===== src/common/otg_regs_map.svh =====
// Register addresses, field positions, reset values and alias codes for the OTG control and rise-enable bank
`ifndef OTG_REGS_MAP_SVH
`define OTG_REGS_MAP_SVH

// Base (write) addresses; set alias is base+1, clear alias base+2
`define OTG_FUNC_BASE 6'h0a
`define RISE_EN_BASE 6'h0d
`define ALIAS_SPAN 6'h02

// Offset from base selects the kind of write
`define ALIAS_WRITE 2'h0
`define ALIAS_SET 2'h1
`define ALIAS_CLEAR 2'h2

// Reset values
`define OTG_FUNC_RESET 8'h06
`define RISE_EN_RESET 8'h1f

// Read data for an address outside this bank
`define UNMAPPED_READ 8'h00

// Field positions of otg_function_control
`define EXT_VALID_SEL_BIT 7
`define EXT_SWITCH_BIT 6
`define INT_DRIVE_BIT 5
`define CHARGE_BIT 4
`define DISCHARGE_BIT 3
`define MINUS_PD_BIT 2
`define PLUS_PD_BIT 1

// Field positions of rising_edge_irq_enable and of the event vector
`define SESSION_OVER_BIT 3
`define SESSION_GOOD_BIT 2
`define POWER_GOOD_BIT 1
`define DETACH_BIT 0

`endif


===== src/common/otg_regs_pkg.sv =====
// Types shared by the OTG control and rise-enable register bank
package otg_regs_pkg;
    typedef logic [7:0] reg_byte_t;
    typedef logic [5:0] reg_addr_t;
    typedef logic [3:0] source_vec_t;
    typedef logic [1:0] alias_t;
endpackage


===== src/design/otg_control_and_rise_irq_regs.sv =====
// OTG function control register and rising-edge interrupt enable register with event detection
//
// Summary of operation
// - The OTG control register sits at 0Ah with a set alias at 0Bh and a clear alias at 0Ch, all three readable.
// - Bit 7 picks the power-valid source: 0 the internal comparator, 1 the external indicator pin.
// - Bit 6 set pulls the open-drain power switch pin low; clear leaves it undriven.
// - Bit 5 asks for the internal 5 V drive, and the link may leave it clear when bit 6 is set.
// - Bit 4 set charges bus power through a resistor for pulse session request; clear stops charging.
// - Discharge lasts as long as bit 3 is 1, and the link writes it back to 0 to stop.
// - Bit 2 connects the minus line pull-down and resets to 1.
// - Bit 1 connects the plus line pull-down and resets to 1.
// - A 0-to-1 change of a status source raises an interrupt and a receive-command only when enabled.
// - All rising-edge enables are set after reset.
// - Enable bits: 3 session end, 2 session valid, 1 power valid, 0 detach; bits 7 to 4 reserved.
// - The rise-enable register sits at 0Dh with set alias 0Eh and clear alias 0Fh, all readable.
`timescale 1ns/1ps
`include "otg_regs_map.svh"
module otg_control_and_rise_irq_regs (
    input wire logic ref_clk_i,
    input wire logic reset_i,
    input wire otg_regs_pkg::reg_addr_t reg_addr_i,
    input wire otg_regs_pkg::reg_byte_t reg_wdata_i,
    input wire logic reg_write_i,
    input wire logic reg_read_i,
    output otg_regs_pkg::reg_byte_t reg_rdata_o,
    output logic reg_rdata_valid_o,
    input wire logic session_over_indication_i,
    input wire logic session_good_indication_i,
    input wire logic power_good_indication_i,
    input wire logic external_power_valid_i,
    input wire logic detach_indication_i,
    output logic external_power_valid_select_o,
    output logic power_switch_out_n_o,
    output logic power_switch_oe_o,
    output logic internal_power_drive_enable_o,
    output logic power_charge_enable_o,
    output logic power_discharge_enable_o,
    output logic minus_line_pulldown_enable_o,
    output logic plus_line_pulldown_enable_o,
    output otg_regs_pkg::source_vec_t irq_source_status_o,
    output otg_regs_pkg::source_vec_t rise_event_o,
    output logic rxcmd_request_o
);
    import otg_regs_pkg::*;

    reg_byte_t otg_func_reg;
    reg_byte_t otg_func_next;
    reg_byte_t rise_en_reg;
    reg_byte_t rise_en_next;
    reg_byte_t rdata_reg;
    logic rdata_valid_reg;
    source_vec_t rise_event_reg;
    logic rxcmd_reg;
    logic otg_hit;
    logic rise_hit;
    alias_t otg_alias;
    alias_t rise_alias;
    logic [4:0] raw_vec;
    logic [4:0] sync_level;
    logic [4:0] sync_prev;
    source_vec_t src_level;
    source_vec_t src_prev;
    source_vec_t rise_now;

    function automatic logic in_bank(input reg_addr_t addr, input reg_addr_t base);
        in_bank = (addr >= base) && (addr <= (base + `ALIAS_SPAN));
    endfunction

    function automatic alias_t alias_of(input reg_addr_t addr, input reg_addr_t base);
        reg_addr_t diff;
        diff = addr - base;
        alias_of = diff[1:0];
    endfunction

    // Write, set or clear depending on alias
    function automatic reg_byte_t apply_write(input reg_byte_t cur, input reg_byte_t wd, input alias_t kind);
        case (kind)
            `ALIAS_WRITE: apply_write = wd;
            `ALIAS_SET: apply_write = cur | wd;
            `ALIAS_CLEAR: apply_write = cur & ~wd;
            default: apply_write = cur;
        endcase
    endfunction

    assign otg_hit = in_bank(reg_addr_i, `OTG_FUNC_BASE);
    assign rise_hit = in_bank(reg_addr_i, `RISE_EN_BASE);
    assign otg_alias = alias_of(reg_addr_i, `OTG_FUNC_BASE);
    assign rise_alias = alias_of(reg_addr_i, `RISE_EN_BASE);

    always_comb begin
        otg_func_next = otg_func_reg;
        rise_en_next = rise_en_reg;
        if (reg_write_i && otg_hit) begin
            otg_func_next = apply_write(otg_func_reg, reg_wdata_i, otg_alias);
        end
        if (reg_write_i && rise_hit) begin
            rise_en_next = apply_write(rise_en_reg, reg_wdata_i, rise_alias);
        end
    end

    always_ff @(posedge ref_clk_i) begin
        if (reset_i) begin
            otg_func_reg <= `OTG_FUNC_RESET;
        end else begin
            otg_func_reg <= otg_func_next;
        end
    end

    always_ff @(posedge ref_clk_i) begin
        if (reset_i) begin
            rise_en_reg <= `RISE_EN_RESET;
        end else begin
            rise_en_reg <= rise_en_next;
        end
    end

    // Read returns the value held before any same-cycle write
    always_ff @(posedge ref_clk_i) begin
        if (reset_i) begin
            rdata_reg <= `UNMAPPED_READ;
            rdata_valid_reg <= 1'b0;
        end else begin
            rdata_valid_reg <= reg_read_i;
            if (reg_read_i) begin
                if (otg_hit) begin
                    rdata_reg <= otg_func_reg;
                end else if (rise_hit) begin
                    rdata_reg <= rise_en_reg;
                end else begin
                    rdata_reg <= `UNMAPPED_READ;
                end
            end
        end
    end

    assign reg_rdata_o = rdata_reg;
    assign reg_rdata_valid_o = rdata_valid_reg;

    assign external_power_valid_select_o = otg_func_reg[`EXT_VALID_SEL_BIT];
    assign power_switch_out_n_o = 1'b0;
    assign power_switch_oe_o = otg_func_reg[`EXT_SWITCH_BIT];
    assign internal_power_drive_enable_o = otg_func_reg[`INT_DRIVE_BIT];
    assign power_charge_enable_o = otg_func_reg[`CHARGE_BIT];
    assign power_discharge_enable_o = otg_func_reg[`DISCHARGE_BIT];
    assign minus_line_pulldown_enable_o = otg_func_reg[`MINUS_PD_BIT];
    assign plus_line_pulldown_enable_o = otg_func_reg[`PLUS_PD_BIT];

    // Bit 4 carries the external indicator pin
    assign raw_vec = {external_power_valid_i, session_over_indication_i, session_good_indication_i,
                      power_good_indication_i, detach_indication_i};

    signal_sync #(
        .WIDTH(5)
    ) u_sync (
        .ref_clk_i(ref_clk_i),
        .reset_i(reset_i),
        .async_i(raw_vec),
        .level_o(sync_level),
        .prev_o(sync_prev)
    );

    always_comb begin
        src_level = sync_level[3:0];
        src_prev = sync_prev[3:0];
        if (otg_func_reg[`EXT_VALID_SEL_BIT]) begin
            src_level[`POWER_GOOD_BIT] = sync_level[4];
            src_prev[`POWER_GOOD_BIT] = sync_prev[4];
        end
    end

    assign rise_now = src_level & ~src_prev & rise_en_reg[3:0];

    always_ff @(posedge ref_clk_i) begin
        if (reset_i) begin
            rise_event_reg <= 4'h0;
            rxcmd_reg <= 1'b0;
        end else begin
            rise_event_reg <= rise_now;
            rxcmd_reg <= |rise_now;
        end
    end

    assign rise_event_o = rise_event_reg;
    assign rxcmd_request_o = rxcmd_reg;
    assign irq_source_status_o = src_level;

    property p_base_write;
        @(posedge ref_clk_i) disable iff (reset_i)
        reg_write_i && (reg_addr_i == `OTG_FUNC_BASE) |=> otg_func_reg == $past(reg_wdata_i);
    endproperty
    a_base_write: assert property (p_base_write) else $error("control base write not stored");

    property p_set_alias;
        @(posedge ref_clk_i) disable iff (reset_i)
        reg_write_i && (reg_addr_i == 6'h0b) |=> otg_func_reg == ($past(otg_func_reg) | $past(reg_wdata_i));
    endproperty
    a_set_alias: assert property (p_set_alias) else $error("control set alias wrong");

    property p_clear_alias;
        @(posedge ref_clk_i) disable iff (reset_i)
        reg_write_i && (reg_addr_i == 6'h0c) |=> otg_func_reg == ($past(otg_func_reg) & ~$past(reg_wdata_i));
    endproperty
    a_clear_alias: assert property (p_clear_alias) else $error("control clear alias wrong");

    property p_rise_set;
        @(posedge ref_clk_i) disable iff (reset_i)
        reg_write_i && (reg_addr_i == 6'h0e) |=> rise_en_reg == ($past(rise_en_reg) | $past(reg_wdata_i));
    endproperty
    a_rise_set: assert property (p_rise_set) else $error("enable set alias wrong");

    property p_read_back;
        @(posedge ref_clk_i) disable iff (reset_i)
        reg_read_i && (reg_addr_i >= 6'h0a) && (reg_addr_i <= 6'h0c)
        |=> reg_rdata_valid_o && (reg_rdata_o == $past(otg_func_reg));
    endproperty
    a_read_back: assert property (p_read_back) else $error("control read data wrong");

    property p_reset_values;
        @(posedge ref_clk_i)
        reset_i |=> (otg_func_reg == 8'h06) && (rise_en_reg == 8'h1f) && minus_line_pulldown_enable_o;
    endproperty
    a_reset_values: assert property (p_reset_values) else $error("reset values wrong");

    property p_switch_follows;
        @(posedge ref_clk_i) disable iff (reset_i)
        reg_write_i && (reg_addr_i == 6'h0a) |=> power_switch_oe_o == $past(reg_wdata_i[6]) && !power_switch_out_n_o;
    endproperty
    a_switch_follows: assert property (p_switch_follows) else $error("power switch enable wrong");

    property p_discharge_holds;
        @(posedge ref_clk_i) disable iff (reset_i)
        power_discharge_enable_o && !reg_write_i |=> power_discharge_enable_o;
    endproperty
    a_discharge_holds: assert property (p_discharge_holds) else $error("discharge dropped");

    property p_masked_event;
        @(posedge ref_clk_i) disable iff (reset_i)
        rise_event_o[3] |-> $past(rise_en_reg[3]) && rxcmd_request_o;
    endproperty
    a_masked_event: assert property (p_masked_event) else $error("masked event reported");

    property p_external_select;
        @(posedge ref_clk_i) disable iff (reset_i)
        otg_func_reg[7] && rise_en_reg[1] && !$past(sync_level[4]) && sync_level[4] && !reg_write_i
        |=> rise_event_o[1];
    endproperty
    a_external_select: assert property (p_external_select) else $error("external indicator edge lost");
endmodule // otg_control_and_rise_irq_regs


===== src/design/signal_sync.sv =====
// Two-flop synchroniser with a delayed copy for edge detection
`timescale 1ns/1ps
module signal_sync #(
    parameter int WIDTH = 5
) (
    input wire logic ref_clk_i,
    input wire logic reset_i,
    input wire logic [WIDTH-1:0] async_i,
    output logic [WIDTH-1:0] level_o,
    output logic [WIDTH-1:0] prev_o
);
    logic [WIDTH-1:0] meta_reg;
    logic [WIDTH-1:0] level_reg;
    logic [WIDTH-1:0] prev_reg;

    // First stage is read only by the second
    always_ff @(posedge ref_clk_i) begin
        if (reset_i) begin
            meta_reg <= '0;
            level_reg <= '0;
        end else begin
            meta_reg <= async_i;
            level_reg <= meta_reg;
        end
    end

    always_ff @(posedge ref_clk_i) begin
        if (reset_i) begin
            prev_reg <= '0;
        end else begin
            prev_reg <= level_reg;
        end
    end

    assign level_o = level_reg;
    assign prev_o = prev_reg;
endmodule // signal_sync


===== config.mk =====
export PLATFORM = sky130hd
export DESIGN_NAME = otg_control_and_rise_irq_regs
export DESIGN_NICKNAME = d
export VERILOG_FILES = /design/src/common/otg_regs_pkg.sv /design/src/design/otg_control_and_rise_irq_regs.sv /design/src/design/signal_sync.sv
export VERILOG_INCLUDE_DIRS = /design/src /design/src/common
export SDC_FILE = /design/constraint.sdc
export NUM_CORES = 1
export LEC_CHECK = 0
export BUFFER_PORTS_ARGS = -buffer_cell sky130_fd_sc_hd__buf_4
export CORE_UTILIZATION = 47
export DETAILED_ROUTE_END_ITERATION = 16
export PLACE_DENSITY = 0.75
export SLEW_MARGIN = 40
export SYNTH_ARGS = -nofsm -noshare
export SYNTH_HDL_FRONTEND = slang
export SYNTH_SLANG_ARGS = --single-unit

===== constraint.sdc =====
create_clock -name ref_clk_i -period 1.2 [get_ports ref_clk_i]
set_input_delay 0.06 -clock ref_clk_i [delete_from_list [all_inputs] [get_ports ref_clk_i]]
set_output_delay 0.06 -clock ref_clk_i [all_outputs]
set_load 0.02 [all_outputs]

### Yosys cells after proc, flatten, opt, wreduce, memory -nomap -nowiden

Cells that the tools add are included.
W data, S select, Z words.

| cells by class | value |
|---|---|
| add/sub/neg operators | 2 |
| multipliers | 0 |
| div/mod/pow operators | 0 |
| magnitude comparators | 4 |
| equality and inequality tests | 4 |
| shift-type cells | 0 |
| multiplexer cells | 6 |
| bitwise operators | 8 |
| reductions and logical operators | 11 |

Operators by type and width:

| cell | number |
|---|---|
| $pmux W8 S3 | 2 |
| $and A8 B8 Y8 | 2 |
| $mux W8 | 2 |
| $or A8 B8 Y8 | 2 |
| $ge A6 B4 Y1 const B | 2 |
| $le A6 B4 Y1 const B | 2 |
| $and A4 B4 Y4 | 2 |
| $not A8 Y8 | 1 |
| $reduce_bool A3 Y1 | 2 |
| $eq A2 B1 Y1 const B | 2 |
| $eq A2 B2 Y1 const B | 2 |
| $logic_and A1 B1 Y1 | 4 |
| $logic_not A2 Y1 | 2 |
| $not A4 Y4 | 1 |
| $reduce_and A2 Y1 | 2 |
| $reduce_or A4 Y1 | 1 |
| $mux W1 | 2 |
| $sub A2 B1 Y2 const B | 1 |
| $sub A2 B2 Y2 const B | 1 |

| word-level totals | value |
|---|---|
| register bits | 45 |
| latch bits | 0 |
| memory bits (writable) | 0 |
| ROM bits | 0 |
| bits of input ports | 23 |
| output and inout bits | 26 |
| word-level logic and storage cells | 44 |
| memories | 0 |

### Depth between registers and ports, before layout

Gate-level depths: netlist (run 1).

| depth | value |
|---|---|
| depth in word-level cells | 5 |
| gate-level depth with buffers | 7 |
| depth with buffers taken out | 6 |

### By module

A second synthesis (run 1) with hierarchy kept.

| unflattened totals | value |
|---|---|
| cells, all modules | 198 |
| area total of the unflattened synthesis | 1939.4 um^2 |

Modules (own cells, without submodules):

| module | instances | cells an instance | area each (um^2) | seq. area each (um^2) |
|---|---|---|---|---|
| otg_control_and_rise_irq_regs | 1 | 167 | 1506.4 | 600.6 |
| signal_sync | 1 | 31 | 432.9 | 300.3 |

### Least setup slack after synthesis (run 1)

No wires, ideal clock.

| timing | value |
|---|---|
| path kind | register to register |
| from | register otg_func_reg[7] |
| to | register rxcmd_reg (netlist: rxcmd_request_o) |
| setup time | 134 ps |
| arrival | 1336 ps |
| data required time | 1066 ps |
| slack | -270 ps |
| stages on the path, launching flop included | 5 |
| path buffers | 0 |
| period minus slack after synthesis | 1470 ps |
| cells stage by stage | dfxtp_1 -> nand2b_1 -> o22ai_1 -> and3b_1 -> or4_1 |

| on the way | value |
|---|---|
| word-level cells in the longest chain between the ends | 5 |
| elaborated cells between the ends (all ways) | 6 |
| classes of those cells | 2 x mux; 3 x bitwise; 1 x reduce/logical |

RTL lines:

| element | line | text |
|---|---|---|
| from (decl) | otg_control_and_rise_irq_regs.sv:46 | `reg_byte_t otg_func_reg;` |
| from (signal assigned) | otg_control_and_rise_irq_regs.sv:103 | `` otg_func_reg <= `OTG_FUNC_RESET; `` |
| from (signal assigned) | otg_control_and_rise_irq_regs.sv:105 | `otg_func_reg <= otg_func_next;` |
| $mux W1 | otg_control_and_rise_irq_regs.sv:165 | `` if (otg_func_reg[`EXT_VALID_SEL_BIT]) begin `` |
| $not A4 Y4 | otg_control_and_rise_irq_regs.sv:171 | `assign rise_now = src_level & ~src_prev & rise_en_reg[3:0];` |
| $and A4 B4 Y4 (*) (2 in a row) | otg_control_and_rise_irq_regs.sv:171 |  |
| $reduce_or A4 Y1 (*) | otg_control_and_rise_irq_regs.sv:179 | `rxcmd_reg <= \|rise_now;` |
| to (signal assigned) | otg_control_and_rise_irq_regs.sv:179 |  |
| to (decl) | otg_control_and_rise_irq_regs.sv:53 | `logic rxcmd_reg;` |

Mark *: on every way between the ends. The rest lies on a longest branch, timed or not.
A chain may end at the register's enable or synchronous reset.

### Worst setup path after layout (run 1)

| timing | value |
|---|---|
| from | input reg_addr_i[1] |
| to | register rise_en_reg[4] |

| on the way | value |
|---|---|
| word-level cells in the longest chain between the ends | 4 |
| elaborated cells between the ends (all ways) | 11 |
| classes of those cells | 1 x add/sub; 2 x order compare; 2 x eq/ne; 1 x mux; 5 x reduce/logical |

RTL lines:

| element | line | text |
|---|---|---|
| from (decl) | otg_control_and_rise_irq_regs.sv:21 | `input wire otg_regs_pkg::reg_addr_t reg_addr_i,` |
| $ge A6 B4 Y1, or another cell as far along | otg_control_and_rise_irq_regs.sv:66 | `` in_bank = (addr >= base) && (addr <= (base + `ALIAS_SPAN)); `` |
| $logic_and A1 B1 Y1, or another cell as far along | otg_control_and_rise_irq_regs.sv:66 |  |
| $logic_and A1 B1 Y1 / $reduce_bool A3 Y1 (equally long branches) | -- |  |
| $reduce_and A2 Y1 (no line) | -- |  |
| to (signal assigned) | otg_control_and_rise_irq_regs.sv:111 | `` rise_en_reg <= `RISE_EN_RESET; `` |
| to (signal assigned) | otg_control_and_rise_irq_regs.sv:113 | `rise_en_reg <= rise_en_next;` |
| to (decl) | otg_control_and_rise_irq_regs.sv:48 | `reg_byte_t rise_en_reg;` |

Parallel ways exist; a longest one is shown, timed or not.

==> metrics list, run 1 <==
- Result of the run: finished with violations
- The final reports fail on negative setup slack.
- In the final design database the tool counted 300 nets.
- CTS saw 45 sinks.
- For the final database, setup skew stands at ~2.4 ps.
- Worst-path maximum fanout: 5
* Worst setup slack before clock tree synthesis: -332 ps
- The die is about 66 um wide.
* Core utilization of the finished layout: 0.740
- Residual DRC: 0
- The HPWL after detailed placement is 2960 um.
* Count of state elements after synthesis: 45
- The finished cells cover roughly 2800 sq um.
- The H-tree was split into 2 levels.
- Die footprint: between 4000 and 5000 sq um
- Post-synthesis net count: 230
- The first global-routing pass estimated between 6000 and 7000 um of wire.
* Worst IR Drop VDD: around 0.56 mV
* Synthesized instance count: about 200
* Routed vias/inst: roughly 5.4
* Buffer type at the clock tree root: clkbuf_8
* Overall overflow remaining after global route: 0
- Setup violations remaining at the end of the flow were counted as 8.
- At the end of routability-driven placement, the weighted congestion stood at around 0.82.
- Top-level I/O count: between 40 and 50
- The count of nets left with antenna violations once routing finished came out at 0.
- Detailed routing inserted a total of roughly 1700 vias.
- Num CTS Buffers: 5
- Post-route worst setup slack: -34.3 ps
* Wire length after detailed routing: approximately 4400 um
* Drt initial violations: 98
- The worst hold path terminates at u_sync.prev_o[2].
- Endpoint type of the worst setup path: flop
* Post-route minimum period: between 1000 and 1500 ps
- Final slew viol count: 0
* Depth of the most critical reg-to-reg path: 3
- Pin count of the biggest net entering global routing: 27
- For this configuration, the core starts out at a cell density of 0.509.
* Count of cells along the worst hold path: 2
* Most area-hungry cell type in the Yosys netlist: dfxtp_1
* Buffers from clock root to sink, at most: 2
- P&R area growth vs syn: 45.5%
* Detailed Routing Iterations Pass 1: 4
- The count of cells in the finished layout, fillers not included, comes to between 300 and 400.
* Reported leakage power: approximately 1.1 nW
- Reg-to-Reg End: rxcmd_request_o
- Number of antenna violations at the first check in global routing: 0
* Synthesis Warnings: 0
* Post-route fraction of the period consumed by the critical path: 1.03
- Of the cells placed in the final design, the portion with a size suffix greater than 1 is 0.419.
- Summing every instance area after synthesis gives between 1500 and 2000 sq um.
- Timing startpoint of the critical path: reg_addr_i[1]
- Buffers added on ports: 47
* Hold path start: reset_i
- Origin of the critical flop-to-flop path: u_sync.level_o[3]
- Summing all placed instances gives a cell area of approximately 2400 sq um.
- The number of endpoints with negative hold slack in the final report is 0.
- Fill cells in the final layout number 270.
* Number of inserted diodes: 0
- For this run, the total global-route usage over all layers was measured as 0.207.
- Of the post-synthesis cell area, the dominant cell type holds 0.466.
- After clock tree synthesis, the clock-pin slew on the worst setup and hold paths is 80 ps.
- The number of placed instances, taps included, is approximately 300.
- Height of the chip: about 66 um
- Max-cap viol count: 0
- Class of the worst hold path: input pin to flop
- The floorplan step defined a core boundary enclosing between 3000 and 4000 sq um.
- In the final routed layout, each cell accounts on average for roughly 14 um.
- Of the synthesized area, sequential elements account for 0.466.
- Counting flops with a built-in enable in the synthesized netlist gives 0.
* Arrival time at the worst endpoint: roughly 1500 ps
- Static timing analysis puts the maximum clock frequency at around 800 MHz.
- TritonCTS built the clock tree.
* Most used flip-flop cell after synthesis: dfxtp_1
* Vias in the first global route: about 1500
- Ranked by total cell area, the synthesized netlist is headed by dfxtp_1 (47%), nor2b_1 (5.8%), a211oi_1 (4.7%).
- # rows: 22
- Worst setup slack for register-to-register paths: -30 ps
* Share of async-settable or async-resettable flops after synthesis: 0
- Dividing total power by cell area gives a power density of ~1100 nW/um^2.
- The average instance in the mapped netlist occupies roughly 9.6 sq um.
- In this run, distinct cell masters in the synthesized netlist total 36.
- Setup repair after global routing could not meet its margin everywhere.
- At the later pin of the worst-skew pair, clock insertion delay measures a little under 300 ps.
* Crit start category: input pin
* Worst path required time: about 1400 ps
- Class of the most critical setup path: input pin to flop
-- cell usage in the layout (no fill, tap or decap), types with 3 or more instances in the layout --
cell,count
a21oi_2,3
nor2_1,9
ha_4,4
nor3b_2,3
xnor2_1,8
clkbuf_8,5
a211oi_2,4
o21ai_0,7
nand2_1,20
a211oi_1,8
and3b_1,4
a311oi_1,6
buf_4,66
a31oi_1,5
dlygate4sd3_1,7
nor2b_4,4
o211ai_1,4
a21oi_1,8
dfxtp_1,42
nor2b_1,14
buf_6,3
-- synthesized netlist by cell type, types with 5 or more instances --
cell      number
nor2b_1       18
a31oi_1        5
nor2_1        10
a21oi_1       11
o21ai_0        9
inv_1          5
a311oi_1       8
xnor2_1        8
clkbuf_1       5
ha_1           6
dfxtp_1       45
a211oi_1      12
nand2_1       20
-- cell type report --
type	instances	area, sq um	share of cell area
sequential	45	907	0.323
tap	48	60.1	0.0214
clock inverter	2	38.8	0.0138
timing repair buffer	78	619	0.220
inverter	5	22.5	0.00801
clock buffer	6	72.6	0.0258
multi-input combinational	136	1090	0.388
-- kinds of logic after synthesis --
group | synth area share
buf+inv | 0.0531
other cells | 0.00194
fa+ha+maj | 0.0388
simple gates | 0.207
flops | 0.466
xor+xnor | 0.0362
compound gates | 0.197
-- report_power, final --
part | total (mW) | switching (mW) | leakage (nW) | internal, mW
Sequential | 1.56 | 0.0209 | 0.369 | 1.54
Clock | 1.12 | 0.498 | 0.0554 | 0.625
Combinational | 0.498 | 0.251 | 0.703 | 0.247
Total | 3.18 | 0.770 | 1.13 | 2.41
-- per-layer routing --
layer	routed length, um	vias up	GRT usage
li1	-	844	-
met1	1980	811	0.276
met2	2090	63	0.321
met3	269	6	0.0534
met4	68	0	0.0718
met5	0	-	0
-- worst max-delay path by stage --
stage,to,slack (ps)
after detailed placement,rise_en_reg[2],-330
after global routing,rise_en_reg[2],-70
after global placement,otg_func_reg[6],-290
final,rise_en_reg[4],-30
after floorplan,otg_func_reg[3],-110
after CTS,rxcmd_request_o,-30
-- critical path: stages --
cell and delay (ps):
buf_8 90, clkinvlp_4 130, ha_4 190, and2b_4 180
nor4b_4 390, buf_6 180, a211oi_1 100, a31oi_1 140
-- through the flow --
step           TNS [ps]  hold slack [ps]  power, mW
5_1_grt            -535             12.2       3.32
6_report           -112             21.6       3.18
4_1_cts           -34.6             7.00       3.15
3_5_place_dp      -6550              277       2.02
3_3_place_gp      -5820              270       2.01
2_1_floorplan     -1950              139       1.84
-- timing repair --
item / in CTS / in global routing
gates cloned: 0 / 1
setup endpoints to repair: 4 / 24
setup buffers: 1 / 2
resized for setup: 7 / 34
endpoints found under the hold margin: 7 / 0
pin swaps: 5 / 15
hold buffers: 7 / 0
No activity file was read; power rests on OpenSTA's default activity.
==> inputs of run 2 (changes only) <==
TNS_END_PERCENT = 50   (was default)
==> run 2 against run 1 <==
Cell count is 0.94% higher. Worst hold slack worse by 3.6 ps. The flow still finishes with violations (negative setup slack). Combinational power hardly changed. Largest cell class unchanged. Routed wire length is 3.6% higher. Sequential power hardly changed. Flip-flop and latch count stayed put. Highest routed layer unchanged. Critical path type unchanged. Setup slack worse by 49 ps. Die area stayed put.
==> metrics list, run 2 (same netlist as run 1, synthesis figures left out) <==
- Maximum achievable frequency: 779 MHz (was 810 MHz)
* Fillers: 287 (was 270)
- The share of post-route cells with drive strength above 1 is 0.378 (was 0.419).
- The total via count after detailed routing was 1693 (was 1724).
- Detailed Routing Iterations Pass 1: 4 (unchanged)
* RSZ-0062 raised after global routing: yes (unchanged)
- Post-route clock skew: 2.29 ps (was 2.43 ps)
* Overall overflow remaining after global route: 0 (unchanged)
- The full die area came to 4370 sq um (unchanged).
- The critical path required time was 1380 ps (was 1430 ps).
- The most common library cell in the layout ignoring fill and taps was buf_4 (unchanged).
- The fraction of the cycle the final worst path needs is 1.07 (was 1.03).
* Starting density of the core: 0.509 (unchanged)
- Multi-input gate area: 1020 sq um (was 1090 sq um)
- Count of cells along the worst hold path: 2 (unchanged)
- Buffers from clock root to sink, at most: 2 (unchanged)
- Reported leakage power: 1.15 nW (was 1.13 nW)
- The launching element of the worst setup path was reg_addr_i[1] (unchanged).
* Worst-path maximum fanout: 4 (was 5)
- Largest stage delay on the critical path: 350 ps (was 390 ps)
- The register area came to 907 sq um (unchanged).
- P&R area growth vs syn: 44.1% (was 45.5%)
* Class of the worst hold path: input pin to flop (unchanged)
- Crit start category: input pin (unchanged)
- The post-detailed-route via-to-cell ratio is 5.24 (was 5.39).
* Kind of cell adding the most delay to the critical path: simple AND/OR/NAND/NOR gates (unchanged)
- The via count of the first global-routing pass came to 1473 (was 1507).
* Origin of the critical flop-to-flop path: u_sync.level_o[0] (was u_sync.level_o[3])
- Final hold violation count: 0 (unchanged)
- The count of standard-cell rows came to 22 (unchanged).
- The antenna diode count was 0 (unchanged).
- The data arrival at the endpoint of the critical path came to 1460 ps (about the same).
- The capturing point of the worst reg2reg path is rxcmd_request_o (unchanged).
- Top-level I/O count: 49 (unchanged)
* Final HPWL from detailed placement: 2810 um (was 2960 um)
* Worst IR Drop VDD: 0.599 mV (was 0.562 mV)
* Buffers added on ports: 47 (unchanged)
- The max-cap check violation count is 0 (unchanged).
- Hold path start: reset_i (unchanged)
- Avg WL per Cell: 14.1 um (was 13.8 um)
- Post-route worst setup slack: -83.2 ps (was -34.3 ps)
- Final GP Congestion: 0.800 (was 0.816)
* Width of the die: 66.1 um (unchanged)
* Class of the most critical setup path: input pin to flop (unchanged)
- Wire length of the first global-routing pass: 6670 um (was 6760 um)
- The latest clock arrival within the worst-skew pair is 300 ps (was 290 ps).
* Depth of the most critical reg-to-reg path: 3 (unchanged)
- Result of the run: finished with violations (unchanged)
* Cell area power density: 1140 nW/um^2 (was 1130 nW/um^2)
- The post-layout net count was 303 (was 300).
- Post-Layout Cell Count: 323 (was 320)
* Pin count of the biggest net entering global routing: 27 (unchanged)
* Violations in the final reports: negative setup slack (unchanged)
* Final slew viol count: 0 (unchanged)
- The fraction of the core area covered by cells at the end of the flow is 0.734 (was 0.740).
* Endpoint type of the worst setup path: flop (unchanged)
- Post-route standard cell area excluding fillers: 2790 sq um (was 2810 sq um)
* # placed instances: 298 (was 301)
- The reg2reg setup slack came to -40 ps (was -30 ps).
- Core Area: 3800 sq um (unchanged)
- The overall routing resource usage was 0.205 (was 0.207).
* H-tree levels: 2 (unchanged)
- Drt initial violations: 142 (was 98)
* Post-route minimum period: 1280 ps (was 1230 ps)
- The CTS tree is built (unchanged).
* End point of the most critical hold path: u_sync.prev_o[3] (was u_sync.prev_o[2])
- The clock sink total was 45 (unchanged).
- Most used cells in the layout excluding fill and tap cells: buf_4 (66), dfxtp_1 (42), nand2_1 (19), nor2b_1 (16) (was buf_4 (66), dfxtp_1 (42), nand2_1 (20), nor2b_1 (14), nor2_1 (9)).
- The total setup violations reported at the end of the flow is 11 (was 8).
- The slowest stage cell on the critical path is nor4b_4 (unchanged).
- The placement-stage cell area came to 2410 sq um (was 2440 sq um).
- Number of antenna violations at the first check in global routing: 0 (unchanged)
- Worst-path cell chain: buf_8 -> clkinvlp_4 -> ha_4 -> and2b_4 -> nor4b_4 -> buf_4 -> nor2b_4 -> a211oi_2 (was buf_8 -> clkinvlp_4 -> ha_4 -> and2b_4 -> nor4b_4 -> buf_6 -> a211oi_1 -> a31oi_1).
- The die outline height is 66.1 um (unchanged).
* Sum of buffers and inverters on the critical path: 3 (unchanged)
* CTS clock-pin slew for the worst setup and hold paths: 80 ps (about the same)
* Post-DRT Antenna Nets: 0 (unchanged)
- Num CTS Buffers: 5 (unchanged)
* Buffer type at the clock tree root: clkbuf_8 (unchanged)
- The routed wire length came to 4570 um (was 4410 um).
- Residual DRC: 0 (unchanged)
run 2: worst register-to-register path, cell delays in order (launching register included):
cell and delay (ps):
dfxtp_1 320, nor2b_1 140, and3b_1 170, or4_1 490
run 2: per-stage QoR:
stage	hold WS, ps	TNS [ps]	setup WS [ps]	power [mW]
final	18.0	-434	-83.2	3.19
after floorplan	139	-1950	-114	1.84
after CTS	1.50	-64.4	-44.8	3.15
after detailed placement	275	-6840	-349	2.01
after global routing	21.9	-1080	-114	3.32
after global placement	270	-5820	-288	2.00
run 2: how the worst max path moves through the flow:
stage	endpoint	slack [ps]	cells past startpoint
after floorplan	otg_func_reg[3]	-110	7
after global placement	rise_en_reg[2]	-290	8
after detailed placement	rise_en_reg[6]	-350	8
after CTS	rxcmd_request_o	-40	3
after global routing	rise_en_reg[7]	-110	8
final	rise_en_reg[6]	-80	8
run 2: cell type report:
| type | count | area share |
|---|---|---|
| repair buffers | 81 | 0.238 |
| well taps | 48 | 0.0216 |
| clock inverters | 2 | 0.0139 |
| clock buffers | 6 | 0.0260 |
| flip-flops and latches | 45 | 0.326 |
| multi-input cells | 136 | 0.365 |
| inverters | 5 | 0.00943 |
run 2: routing by layer:
metal / global-route usage / vias to the layer above / wire (um)
li1: - / 855 / -
met1: 0.267 / 777 / 2070
met2: 0.324 / 54 / 2140
met3: 0.0448 / 7 / 272
met4: 0.0904 / 0 / 89
met5: 0 / - / 0
run 2: power by group:
group | internal (mW) | switching (mW)
clock | 0.625 | 0.508
combinational | 0.247 | 0.249
sequential | 1.54 | 0.0209
run 2: timing repair:
item | in CTS | in global routing
hold buffers | 10 | 0
resized for setup | 4 | 27
hold endpoints to repair | 7 | 0
endpoints found under the setup margin | 9 | 27
setup buffers | 0 | 7
pin swaps | 4 | 5
